## src/rtl/event_timer_map.svh

```systemverilog
// Register offsets, field positions, reset values and timing counts of the timer.
`ifndef EVENT_TIMER_MAP_SVH
`define EVENT_TIMER_MAP_SVH
`define OFS_CTRL_A 8'h00
`define OFS_CTRL_B 8'h04
`define OFS_EV_CTRL 8'h08
`define OFS_STATUS 8'h0C
`define OFS_FLAGS 8'h10
`define OFS_COUNT 8'h14
`define OFS_CAPTURE_COMPARE_VALUE 8'h18
`define ENABLE_BIT 0
`define CLOCK_SOURCE_SELECT_LSB 1
`define CLOCK_SOURCE_SELECT_MSB 2
`define MODE_MSB 2
`define EDGE_BIT 0
`define RUN_BIT 0
`define FLAG_BIT 0
`define CLOCK_SOURCE_SELECT_PER 2'h0
`define CLOCK_SOURCE_SELECT_DIV2 2'h1
`define CLOCK_SOURCE_SELECT_COMP 2'h2
`define CNT_BOTTOM 16'h0000
`define CNT_MAX 16'hFFFF
`define CNT_ONE 16'h0001
`define RESP_OKAY 2'h0
`define RESP_SLVERR 2'h2
`endif

```

## src/rtl/event_timer_pkg.sv

```systemverilog
// Types shared by the event capture timer.
package event_timer_pkg;
    typedef enum logic [2:0] {
        M_PERIODIC, M_TIMEOUT, M_MATCH_EVENT_FLAG_EVENT, M_MATCH_EVENT_FLAG_FREQ,
        M_MATCH_EVENT_FLAG_PW, M_MATCH_EVENT_FLAG_FRQPW, M_SINGLE, M_PWM8
    } mode_t;
    typedef enum logic [1:0] {FP_IDLE, FP_HIGH, FP_LOW, FP_DONE} fp_phase_t;
endpackage : event_timer_pkg

```

## src/rtl/event_timer_unit.sv

```systemverilog
// Sixteen-bit event capture timer with an AXI4-Lite register slave.
//
// Chosen here: register access over AXI4-Lite and the register addresses.
`timescale 1ns/1ps
`default_nettype none
`include "event_timer_map.svh"
// Overview of operation
// - Count from peripheral or companion timer clock.
// - Clock select picks one prescaler output.
// - Six modes, two more codes stop; periodic mode, timer disabled, after reset.
// - BOTTOM is 0x0000, MAX is 0xFFFF.
// - Periodic: match at TOP, event, restart.
// - TOP below count: run to MAX, wrap.
// - Time-out: start edge starts, next stops.
// - Time-out: TOP before stop raises flag.
// - Time-out: frozen until next start edge.
// - Frozen: reads and run writes harmless.
// - Capture event: free run, copy on edge.
// - Capture edge selectable rising or falling.
// - Capture read clears match flag.
// - Frequency: capture and restart on edge.
// - Pulse width: restart rise, capture fall.
// - Combined: start, capture fall, stop rise.
// - Readable running status bit.
module event_timer_unit
    import event_timer_pkg::*;
#(
    parameter int ADDR_W = 8
) (
    input wire logic mclk,
    input wire logic rst,
    input wire logic event_in,
    input wire logic companion_tick,
    output logic match_event,
    input wire logic [ADDR_W-1:0] awaddr,
    input wire logic awvalid,
    output logic awready,
    input wire logic [31:0] wdata,
    input wire logic [3:0] wstrb,
    input wire logic wvalid,
    output logic wready,
    output logic [1:0] bresp,
    output logic bvalid,
    input wire logic bready,
    input wire logic [ADDR_W-1:0] araddr,
    input wire logic arvalid,
    output logic arready,
    output logic [31:0] rdata,
    output logic [1:0] rresp,
    output logic rvalid,
    input wire logic rready
);
    import event_timer_pkg::*;

    if (ADDR_W < 8) begin : g_chk
        $error("ADDR_W must be at least 8");
    end

    logic en_r;
    logic [1:0] clock_source_select_r;
    mode_t mode_r;
    logic edge_r;
    logic flag_r;
    logic [15:0] cnt_r, cnt_nxt;
    logic [15:0] capture_compare_value_r, capture_compare_value_nxt;
    logic run_r, run_nxt;
    fp_phase_t phase_r, phase_nxt;
    logic div_r;
    logic ev_d_r;
    logic hit;
    logic [7:0] waddr_r;
    logic [31:0] wdata_r;
    logic [3:0] wstrb_r;

    // ------------------------------------------------------------
    // Decode helpers
    // ------------------------------------------------------------
    function automatic logic is_mapped(input logic [7:0] a);
        is_mapped = a == `OFS_CTRL_A || a == `OFS_CTRL_B || a == `OFS_EV_CTRL
            || a == `OFS_STATUS || a == `OFS_FLAGS || a == `OFS_COUNT
            || a == `OFS_CAPTURE_COMPARE_VALUE;
    endfunction : is_mapped

    function automatic logic is_capture(input mode_t m);
        is_capture = m == M_MATCH_EVENT_FLAG_EVENT || m == M_MATCH_EVENT_FLAG_FREQ
            || m == M_MATCH_EVENT_FLAG_PW || m == M_MATCH_EVENT_FLAG_FRQPW;
    endfunction : is_capture

    function automatic logic [15:0] merge16(input logic [15:0] old,
        input logic [31:0] d, input logic [3:0] s);
        merge16 = {s[1] ? d[15:8] : old[15:8], s[0] ? d[7:0] : old[7:0]};
    endfunction : merge16

    // ------------------------------------------------------------
    // Write channel
    // ------------------------------------------------------------
    logic wr_go;
    assign wr_go = !awready && !wready && !bvalid;

    always_ff @(posedge mclk or posedge rst) begin
        if (rst) begin
            awready <= 1'b1;
            wready <= 1'b1;
            bvalid <= 1'b0;
            bresp <= `RESP_OKAY;
            waddr_r <= 8'h00;
            wdata_r <= 32'h0000_0000;
            wstrb_r <= 4'h0;
        end else begin
            if (awvalid && awready) begin
                awready <= 1'b0;
                waddr_r <= awaddr[7:0];
            end
            if (wvalid && wready) begin
                wready <= 1'b0;
                wdata_r <= wdata;
                wstrb_r <= wstrb;
            end
            if (wr_go) begin
                bvalid <= 1'b1;
                bresp <= is_mapped(waddr_r) ? `RESP_OKAY : `RESP_SLVERR;
            end
            if (bvalid && bready) begin
                bvalid <= 1'b0;
                awready <= 1'b1;
                wready <= 1'b1;
            end
        end
    end

    logic wr_lo;
    logic wr_count;
    logic wr_capture_compare_value;
    assign wr_lo = wr_go && wstrb_r[0];
    assign wr_count = wr_go && waddr_r == `OFS_COUNT && wstrb_r[1:0] != 2'h0;
    assign wr_capture_compare_value = wr_go && waddr_r == `OFS_CAPTURE_COMPARE_VALUE && wstrb_r[1:0] != 2'h0;

    // ------------------------------------------------------------
    // Control registers
    // ------------------------------------------------------------
    always_ff @(posedge mclk or posedge rst) begin
        if (rst) begin
            en_r <= 1'b0;
            clock_source_select_r <= `CLOCK_SOURCE_SELECT_PER;
            mode_r <= M_PERIODIC;
            edge_r <= 1'b0;
        end else if (wr_lo) begin
            if (waddr_r == `OFS_CTRL_A) begin
                en_r <= wdata_r[`ENABLE_BIT];
                clock_source_select_r <= wdata_r[`CLOCK_SOURCE_SELECT_MSB:`CLOCK_SOURCE_SELECT_LSB];
            end
            if (waddr_r == `OFS_CTRL_B) begin
                mode_r <= mode_t'(wdata_r[`MODE_MSB:0]);
            end
            if (waddr_r == `OFS_EV_CTRL) begin
                edge_r <= wdata_r[`EDGE_BIT];
            end
        end
    end

    // ------------------------------------------------------------
    // Prescaler and event edges
    // ------------------------------------------------------------
    always_ff @(posedge mclk or posedge rst) begin
        if (rst) begin
            div_r <= 1'b0;
            ev_d_r <= 1'b0;
        end else begin
            div_r <= !div_r;
            ev_d_r <= event_in;
        end
    end

    logic tick;
    always_comb begin
        unique case (clock_source_select_r)
            `CLOCK_SOURCE_SELECT_PER: tick = 1'b1;
            `CLOCK_SOURCE_SELECT_DIV2: tick = div_r;
            `CLOCK_SOURCE_SELECT_COMP: tick = companion_tick;
            default: tick = 1'b0;
        endcase
    end

    logic rise_e, fall_e, sel_e, stop_e;
    assign rise_e = event_in && !ev_d_r;
    assign fall_e = !event_in && ev_d_r;
    assign sel_e = edge_r ? fall_e : rise_e;
    assign stop_e = edge_r ? rise_e : fall_e;

    // ------------------------------------------------------------
    // Counter and capture logic
    // ------------------------------------------------------------
    logic [15:0] inc;
    assign inc = 16'(cnt_r + `CNT_ONE);

    always_comb begin
        cnt_nxt = cnt_r;
        capture_compare_value_nxt = capture_compare_value_r;
        run_nxt = run_r;
        phase_nxt = phase_r;
        hit = 1'b0;
        if (!en_r) begin
            run_nxt = 1'b0;
            phase_nxt = FP_IDLE;
        end else begin
            unique case (mode_r)
                M_PERIODIC: begin
                    run_nxt = 1'b1;
                    if (tick) begin
                        hit = cnt_r == capture_compare_value_r;
                        cnt_nxt = hit ? `CNT_BOTTOM : inc;
                    end
                end
                M_TIMEOUT: begin
                    if (!run_r) begin
                        if (sel_e) begin
                            run_nxt = 1'b1;
                            cnt_nxt = `CNT_BOTTOM;
                        end
                    end else if (stop_e) begin
                        run_nxt = 1'b0;
                    end else if (tick) begin
                        hit = cnt_r == capture_compare_value_r;
                        cnt_nxt = inc;
                    end
                end
                M_MATCH_EVENT_FLAG_EVENT: begin
                    run_nxt = 1'b1;
                    if (tick) begin
                        cnt_nxt = inc;
                    end
                    if (sel_e) begin
                        capture_compare_value_nxt = cnt_r;
                        hit = 1'b1;
                    end
                end
                M_MATCH_EVENT_FLAG_FREQ: begin
                    run_nxt = 1'b1;
                    if (sel_e) begin
                        capture_compare_value_nxt = cnt_r;
                        cnt_nxt = `CNT_BOTTOM;
                        hit = 1'b1;
                    end else if (tick) begin
                        cnt_nxt = inc;
                    end
                end
                M_MATCH_EVENT_FLAG_PW: begin
                    run_nxt = 1'b1;
                    if (rise_e) begin
                        cnt_nxt = `CNT_BOTTOM;
                    end else begin
                        if (fall_e) begin
                            capture_compare_value_nxt = cnt_r;
                            hit = 1'b1;
                        end
                        if (tick) begin
                            cnt_nxt = inc;
                        end
                    end
                end
                M_MATCH_EVENT_FLAG_FRQPW: begin
                    unique case (phase_r)
                        FP_IDLE: begin
                            if (rise_e) begin
                                cnt_nxt = `CNT_BOTTOM;
                                run_nxt = 1'b1;
                                phase_nxt = FP_HIGH;
                            end
                        end
                        FP_HIGH: begin
                            if (fall_e) begin
                                capture_compare_value_nxt = cnt_r;
                                phase_nxt = FP_LOW;
                            end else if (tick) begin
                                cnt_nxt = inc;
                            end
                        end
                        FP_LOW: begin
                            if (rise_e) begin
                                run_nxt = 1'b0;
                                hit = 1'b1;
                                phase_nxt = FP_DONE;
                            end else if (tick) begin
                                cnt_nxt = inc;
                            end
                        end
                        FP_DONE: begin
                            if (!flag_r) begin
                                phase_nxt = FP_IDLE;
                            end
                        end
                    endcase
                end
                default: begin
                    run_nxt = 1'b0;
                end
            endcase
        end
        if (wr_count) begin
            cnt_nxt = merge16(cnt_r, wdata_r, wstrb_r);
        end
        if (wr_capture_compare_value) begin
            capture_compare_value_nxt = merge16(capture_compare_value_r, wdata_r, wstrb_r);
        end
        if (wr_lo && waddr_r == `OFS_CTRL_B) begin
            phase_nxt = FP_IDLE;
        end
    end

    always_ff @(posedge mclk or posedge rst) begin
        if (rst) begin
            cnt_r <= `CNT_BOTTOM;
            capture_compare_value_r <= `CNT_BOTTOM;
            run_r <= 1'b0;
            phase_r <= FP_IDLE;
            match_event <= 1'b0;
        end else begin
            cnt_r <= cnt_nxt;
            capture_compare_value_r <= capture_compare_value_nxt;
            run_r <= run_nxt;
            phase_r <= phase_nxt;
            match_event <= hit;
        end
    end

    // ------------------------------------------------------------
    // Read channel and match flag
    // ------------------------------------------------------------
    logic rd_take;
    logic rd_clr;
    logic wr_clr;
    assign rd_take = arvalid && arready;
    assign rd_clr = rd_take && araddr[7:0] == `OFS_CAPTURE_COMPARE_VALUE && is_capture(mode_r);
    assign wr_clr = wr_lo && waddr_r == `OFS_FLAGS && wdata_r[`FLAG_BIT];

    always_ff @(posedge mclk or posedge rst) begin
        if (rst) begin
            flag_r <= 1'b0;
        end else begin
            flag_r <= hit || (flag_r && !(rd_clr || wr_clr));
        end
    end

    function automatic logic [31:0] read_word(input logic [7:0] a);
        unique case (a)
            `OFS_CTRL_A: read_word = {29'h0, clock_source_select_r, en_r};
            `OFS_CTRL_B: read_word = {29'h0, mode_r};
            `OFS_EV_CTRL: read_word = {31'h0, edge_r};
            `OFS_STATUS: read_word = {31'h0, run_r};
            `OFS_FLAGS: read_word = {31'h0, flag_r};
            `OFS_COUNT: read_word = {16'h0000, cnt_r};
            `OFS_CAPTURE_COMPARE_VALUE: read_word = {16'h0000, capture_compare_value_r};
            default: read_word = 32'h0000_0000;
        endcase
    endfunction : read_word

    always_ff @(posedge mclk or posedge rst) begin
        if (rst) begin
            arready <= 1'b1;
            rvalid <= 1'b0;
            rdata <= 32'h0000_0000;
            rresp <= `RESP_OKAY;
        end else begin
            if (rd_take) begin
                arready <= 1'b0;
                rvalid <= 1'b1;
                rdata <= read_word(araddr[7:0]);
                rresp <= is_mapped(araddr[7:0]) ? `RESP_OKAY : `RESP_SLVERR;
            end
            if (rvalid && rready) begin
                rvalid <= 1'b0;
                arready <= 1'b1;
            end
        end
    end
endmodule : event_timer_unit
`default_nettype wire

```

## config.mk

```make
export PLATFORM = sky130hd
export DESIGN_NAME = event_timer_unit
export DESIGN_NICKNAME = d
export VERILOG_FILES = /design/src/rtl/event_timer_pkg.sv /design/src/rtl/event_timer_unit.sv
export VERILOG_INCLUDE_DIRS = /design/src /design/src/rtl
export SDC_FILE = /design/constraint.sdc
export NUM_CORES = 1
export LEC_CHECK = 0
export BUFFER_PORTS_ARGS = -buffer_cell sky130_fd_sc_hd__buf_2
export CAP_MARGIN = 20
export CORE_ASPECT_RATIO = 1.4
export CORE_MARGIN = 3
export CORE_UTILIZATION = 24
export DETAILED_ROUTE_END_ITERATION = 12
export PLACE_DENSITY = 0.42
export SYNTH_ARGS = -nofsm -noshare
export SYNTH_HDL_FRONTEND = slang
export SYNTH_SLANG_ARGS = --single-unit
```

## constraint.sdc

```tcl
create_clock -name mclk -period 4.05 [get_ports mclk]
set_clock_uncertainty 0.2 [all_clocks]
set_input_delay 0.81 -clock mclk [delete_from_list [all_inputs] [get_ports mclk]]
set_output_delay 0.81 -clock mclk [all_outputs]
set_load 0.1 [all_outputs]
```

After elaboration in Yosys (flattened, before gate mapping)
Cells that the tools add are included.
{"block": "word_totals", "word_cells": 205, "mem_bits_rw": 0, "input_bits": 61, "n_memories": 0, "mem_bits_ro": 0, "latch_bits": 0, "ff_bits": 113}
{"block": "classes", "mux": 65, "div_mod_pow": 0, "n_shift": 0, "bitwise_logic": 0, "addsub": 1, "n_eq_ne": 45, "n_lt_le_gt_ge": 0, "reduce_logical": 69, "mul": 0}
{"cell": "2-to-1 mux 16 bit", "n": 19}
{"cell": "one-hot mux 16 bit (7 select lines)", "n": 1}
{"cell": "one-hot mux 16 bit (3 select lines)", "n": 2}
{"cell": "one-hot mux 16 bit (6 select lines)", "n": 1}
{"cell": "== test 8 x 5 -> 1 bit, second input constant", "n": 6}
{"cell": "!= test 4 bit, second input constant", "n": 11}
{"cell": "== test 8 x 4 -> 1 bit, second input constant", "n": 4}
{"cell": "2-to-1 mux 1 bit", "n": 26}
{"cell": "logical AND 1 bit", "n": 20}
{"cell": "AND reduction 10 bit", "n": 2}
{"cell": "2-to-1 mux 2 bit", "n": 9}
{"cell": "logical OR 1 bit", "n": 17}
{"cell": "adder 16 x 1 -> 16 bit, second input constant", "n": 1}
{"cell": "== test 16 bit", "n": 1}
{"cell": "== test 8 x 3 -> 1 bit, second input constant", "n": 2}
{"cell": "zero test 8 bit", "n": 2}
{"cell": "2-to-1 mux 8 bit", "n": 2}
{"cell": "nonzero test 2 bit", "n": 7}
{"cell": "AND reduction 6 bit", "n": 2}
{"cell": "!= test 2 bit, second input constant", "n": 4}
{"cell": "one-hot mux 2 bit (4 select lines)", "n": 1}
{"cell": "zero test 1 bit", "n": 7}
{"cell": "nonzero test 7 bit", "n": 1}
{"cell": "== test 2 bit, second input constant", "n": 3}
{"cell": "20 further kinds", "n": 29}

Depth between registers and ports, before layout
{"block": "depth", "depth_word": 10, "ltp_mapped": 9}

Worst setup path before layout
OpenSTA, ideal clock, no wires.
{"block": "synth_timing", "kind": "reg2reg", "start": "reg bvalid", "end": "reg capture_compare_value_r[0]", "path_stages_with_launch": 7, "period_less_slack_ps": 2840, "required_ps": 3725, "arrival_time_ps": 2516, "path_buffers": 0, "setup_time_ps": 125, "setup_slack_ps": 1210, "path_cell_list": "dfrtp_1 -> or3_1 -> nor2_1 -> nand4_2 -> and4b_1 -> a21oi_4 -> mux2_2"}
{"block": "synth_between", "elab_chain_len": 6, "word_cells_on_any_way": 12, "classes_between": "eq/ne: 4; mux: 1; reduce/logical: 7"}
{"element": "start, declared", "line": "event_timer_unit.sv:43", "text": "output logic bvalid,"}
{"element": "start signal, assigned", "line": "event_timer_unit.sv:104", "text": "bvalid <= 1'b0;"}
{"element": "start signal, assigned", "line": "event_timer_unit.sv:120", "text": "bvalid <= 1'b1;"}
{"element": "start signal, assigned", "line": "event_timer_unit.sv:124", "text": "bvalid <= 1'b0;"}
{"element": "zero test 1 bit *", "line": "event_timer_unit.sv:98", "text": "assign wr_go = !awready && !wready && !bvalid;"}
{"element": "logical AND 1 bit *", "line": "event_timer_unit.sv:98"}
{"element": "logical AND 1 bit (no source line) *"}
{"element": "logical AND 1 bit *", "line": "event_timer_unit.sv:136", "text": "assign wr_capture_compare_value = wr_go && waddr_r == `OFS_CAPTURE_COMPARE_VALUE && wstrb_r[1:0] != 2'h0;"}
{"element": "!= test 3 x 2 -> 1 bit (no source line) (tied with other cells)"}
{"element": "AND reduction 6 bit (no source line)"}
{"element": "end signal, assigned", "line": "event_timer_unit.sv:313", "text": "capture_compare_value_r <= `CNT_BOTTOM;"}
{"element": "end signal, assigned", "line": "event_timer_unit.sv:319", "text": "capture_compare_value_r <= capture_compare_value_nxt;"}
{"element": "end, declared", "line": "event_timer_unit.sv:65", "text": "logic [15:0] capture_compare_value_r, capture_compare_value_nxt;"}
Every way passes the cells marked *; elsewhere a longest branch is shown, timed or not.
A chain may end at the register's enable or synchronous reset.

Worst setup path in the final report
{"block": "layout_timing", "start": "reg wready", "end": "reg capture_compare_value_r[2]"}
{"block": "layout_between", "elab_chain_len": 7, "word_cells_on_any_way": 13, "classes_between": "eq/ne: 4; mux: 1; reduce/logical: 8"}
{"element": "start, declared", "line": "event_timer_unit.sv:41", "text": "output logic wready,"}
{"element": "start signal, assigned", "line": "event_timer_unit.sv:103", "text": "wready <= 1'b1;"}
{"element": "start signal, assigned", "line": "event_timer_unit.sv:115", "text": "wready <= 1'b0;"}
{"element": "start signal, assigned", "line": "event_timer_unit.sv:126", "text": "wready <= 1'b1;"}
{"element": "zero test 1 bit *", "line": "event_timer_unit.sv:98"}
{"element": "logical AND 1 bit * (2 in series)", "line": "event_timer_unit.sv:98"}
{"element": "logical AND 1 bit (no source line) *"}
{"element": "logical AND 1 bit *", "line": "event_timer_unit.sv:136"}
{"element": "!= test 3 x 2 -> 1 bit (no source line) (tied with other cells)"}
{"element": "AND reduction 6 bit (no source line)"}
Marked as above.

==> impl_metrics.json <==
{
  "portBuffers": 66,
  "grt_overflow": 0,
  "crit_arrival_ns": 3.07,
  "die-area_um2": 26100,
  "setup_ws_ns": 1.01,
  "ir_drop_uv": 367,
  "first_global_vias": 4617,
  "relSlewSlack_pct": 34.7,
  "rsz0062_at_grt": "no",
  "wire_per_inst_um": 16.8,
  "hold_slack_ns": 0.230,
  "ys_ff_latch": 95,
  "pwr-share-seq_pct": 43.6,
  "final_max_slew_viol_count": 0,
  "crit_required_ns": 4.08,
  "track_usage_pct": 12.9,
  "finalWeightedCongestion": 0.834,
  "layout_min_cycle_time_ns": 3.04,
  "seq_area_frac_synth_pct": 41.0,
  "async_reset_ff_share_pct": 100,
  "htreeDepth": 3,
  "num_vias": 4652,
  "cp_max_fo": 16,
  "drt_iter0_drc": 212,
  "vias_per_cell": 4.77,
  "setup.worst_path.start_class": "flip-flop",
  "synth_flop_cell": "dfrtp_1",
  "cellLeakagePower_nw": 2.86,
  "avgSynthCellArea_um2": 9.37,
  "max_freq_mhz": 329,
  "nets": 733,
  "clkLatencyLatePin_ns": 0.35,
  "postCtsResizedCells": 0,
  "syn_area_um2": 5810,
  "ant_nets": 0,
  "dpl_cell_area_um2": 6320,
  "p_sw_mw": 1.38,
  "cts_buffers": 9,
  "ys_types": 69,
  "ctsHoldBuffers": 0,
  "drc_errors": 0,
  "fin_area_um2": 6670,
  "core.rowCount": 66,
  "cts_sinks": 95,
  "p_int_mw": 2.15,
  "cap_viol_max_count": 0,
  "tritoncts": "yes",
  "place_ws_ns": 0.952,
  "status": "complete, no violations",
  "final_cells": 975,
  "synth_edf_count": 0,
  "fp.dieH_um": 190,
  "syn2layout_area_growth_pct": 14.8,
  "synth_warnings": 0,
  "ioPinCount": 103,
  "final_util_pct": 28.3,
  "clk_root_buffer_cell": "clkbuf_16",
  "total_power_mw": 3.53,
  "drive_gt1_share_pct": 23.6,
  "tightest_slew_ns": 0.979,
  "grt_max_degree": 82,
  "power.density_nw_per_um2": 530,
  "grt_pass1_wl_um": 26500,
  "start_util_pct": 24.7,
  "antenna_found_initial": 0,
  "dr.pass1.iters": 4,
  "wirelength_um": 16300,
  "holdCritPathClass": "flip-flop to flip-flop",
  "setup-tns-final_ns": 0,
  "combPwrFrac_pct": 30.1,
  "place_hpwl_um": 12400,
  "die_w_um": 138,
  "hold_viol_final": 0,
  "n_antenna_cell": 0,
  "cts_buffer_depth": 2,
  "worstSetupPathType": "flip-flop to flip-flop",
  "cts.clk_slew.worst_paths_ns": 0.07,
  "critPathCaptureType": "flip-flop",
  "finalSetupViolations": 0,
  "power.share.switching_pct": 39.1,
  "post-route-period-util_pct": 75.0,
  "cts_setup_buffers": 0,
  "design.core.area_um2": 23500,
  "dp_cells": 958,
  "fillCellCount": 2537,
  "power_frac_clock_pct": 26.3,
  "synth_cells": 620
}
-- sequential cells by signal (all words and copies together) (netlist names), 2 cells and up --
register	count
rdata	16
waddr_r	8
phase_r	2
wdata_r	16
wstrb_r	2
cnt_r	16
capture_compare_value_r	16
mode_r	3
clock_source_select_r	2
-- cell usage in the layout, fill, tap and decap left out, types with 9 or more instances in the layout --
cell | synthesis | layout
o21ai_0 | 47 | 47
mux2_2 | 49 | 49
xnor2_1 | 27 | 27
inv_1 | 21 | 20
nand3_1 | 15 | 15
buf_2 | 16 | 66
clkbuf_16 | 0 | 9
nand4_1 | 10 | 10
dfrtp_1 | 92 | 92
a22oi_1 | 15 | 15
nand2_1 | 93 | 93
nor3_1 | 13 | 13
a21oi_1 | 16 | 16
buf_4 | 18 | 9
nor2_1 | 26 | 26
conb_1 | 1 | 18
-- path summary, 6_finish.rpt --
kind,slack (ns),from,depth (start not counted),endpoint
worst min-delay path,0.23,div_r,1,div_r
min in group asynchronous,0.30,rst,2,match_event
max in group asynchronous,2.70,rst,3,arready
worst max-delay path,1.01,wready,6,capture_compare_value_r[2]
worst min register to register,0.23,div_r,1,div_r
worst max register to register,1.01,wready,6,capture_compare_value_r[2]
-- cell usage after synthesis, types with 4 or more instances --
cell,number,share of area (%)
buf_2,16,1.4
inv_1,21,1.4
a211oi_1,4,0.52
nand2b_1,6,0.65
xor2_1,4,0.60
a22o_1,7,1.1
nor2b_1,4,0.43
a32o_1,4,0.69
o31ai_1,6,0.77
o21bai_1,6,0.77
o21ai_0,47,4.0
nand2_1,93,6.0
nand4_1,10,1.1
nand3_1,15,1.3
or3_1,4,0.43
a21oi_1,16,1.4
nor4_1,6,0.65
dfrtp_1,92,40
o21a_1,5,0.65
nor3_1,13,1.1
nor2_1,26,1.7
buf_4,18,2.3
ha_1,8,1.7
a221oi_1,5,0.75
a22oi_1,15,1.9
xnor2_1,27,4.1
a31oi_1,5,0.54
clkbuf_1,23,1.5
mux2i_1,8,1.4
mux2_2,49,9.5
-- worst max-delay path, stage by stage, from the launching register on --
cell     delay (ns)
dfstp_2        0.38
or3_1          0.48
nor2_1         0.28
nand4_2        0.45
and4b_1        0.46
a21oi_4        0.29
mux2_2         0.38
-- final cells by class --
type	count	area, um^2	share of cell area (%)
Clock buffer	11	243	3.64
Clock inverter	5	81.3	1.22
Inverter	22	85.1	1.28
Multi-Input combinational cell	460	3070	46.1
Sequential cell	95	2380	35.7
Tap cell	306	383	5.74
Timing Repair Buffer	76	425	6.38
-- routing by layer --
metal	routed length [um]	share of wire [%]	GRT usage [%]	up-vias
met5	0	0	0	-
met4	227	1.4	3.96	0
met3	855	5.2	2.41	11
met2	8060	49	21.1	122
met1	7210	44	17.2	2247
li1	-	-	-	2272
-- kinds of logic (layout without fill, tap and decap cells) --
| logic type | Yosys count | count (layout) | share of synthesized area [%] |
|---|---|---|---|
| muxes | 58 | 58 | 11.3 |
| adders and majority gates | 8 | 8 | 1.72 |
| DFF | 95 | 95 | 41.0 |
| and+or+nand+nor | 198 | 198 | 16.4 |
| other | 1 | 18 | 0.0645 |
| buffers and inverters | 82 | 114 | 7.26 |
| xor gates and xnor gates | 31 | 31 | 4.67 |
| AOI/OAI and AO/OA | 147 | 147 | 17.7 |
-- power by group through the flow --
stage	Sequential [mW]	Clock [mW]	Combinational [mW]
floorplan	1.53	0	0.792
global placement	1.55	0	1.05
detailed placement	1.56	0	1.07
CTS	1.54	0.973	1.07
global route	1.59	1.02	1.15
finish	1.54	0.928	1.06
No activity file was read; power rests on OpenSTA's default activity.
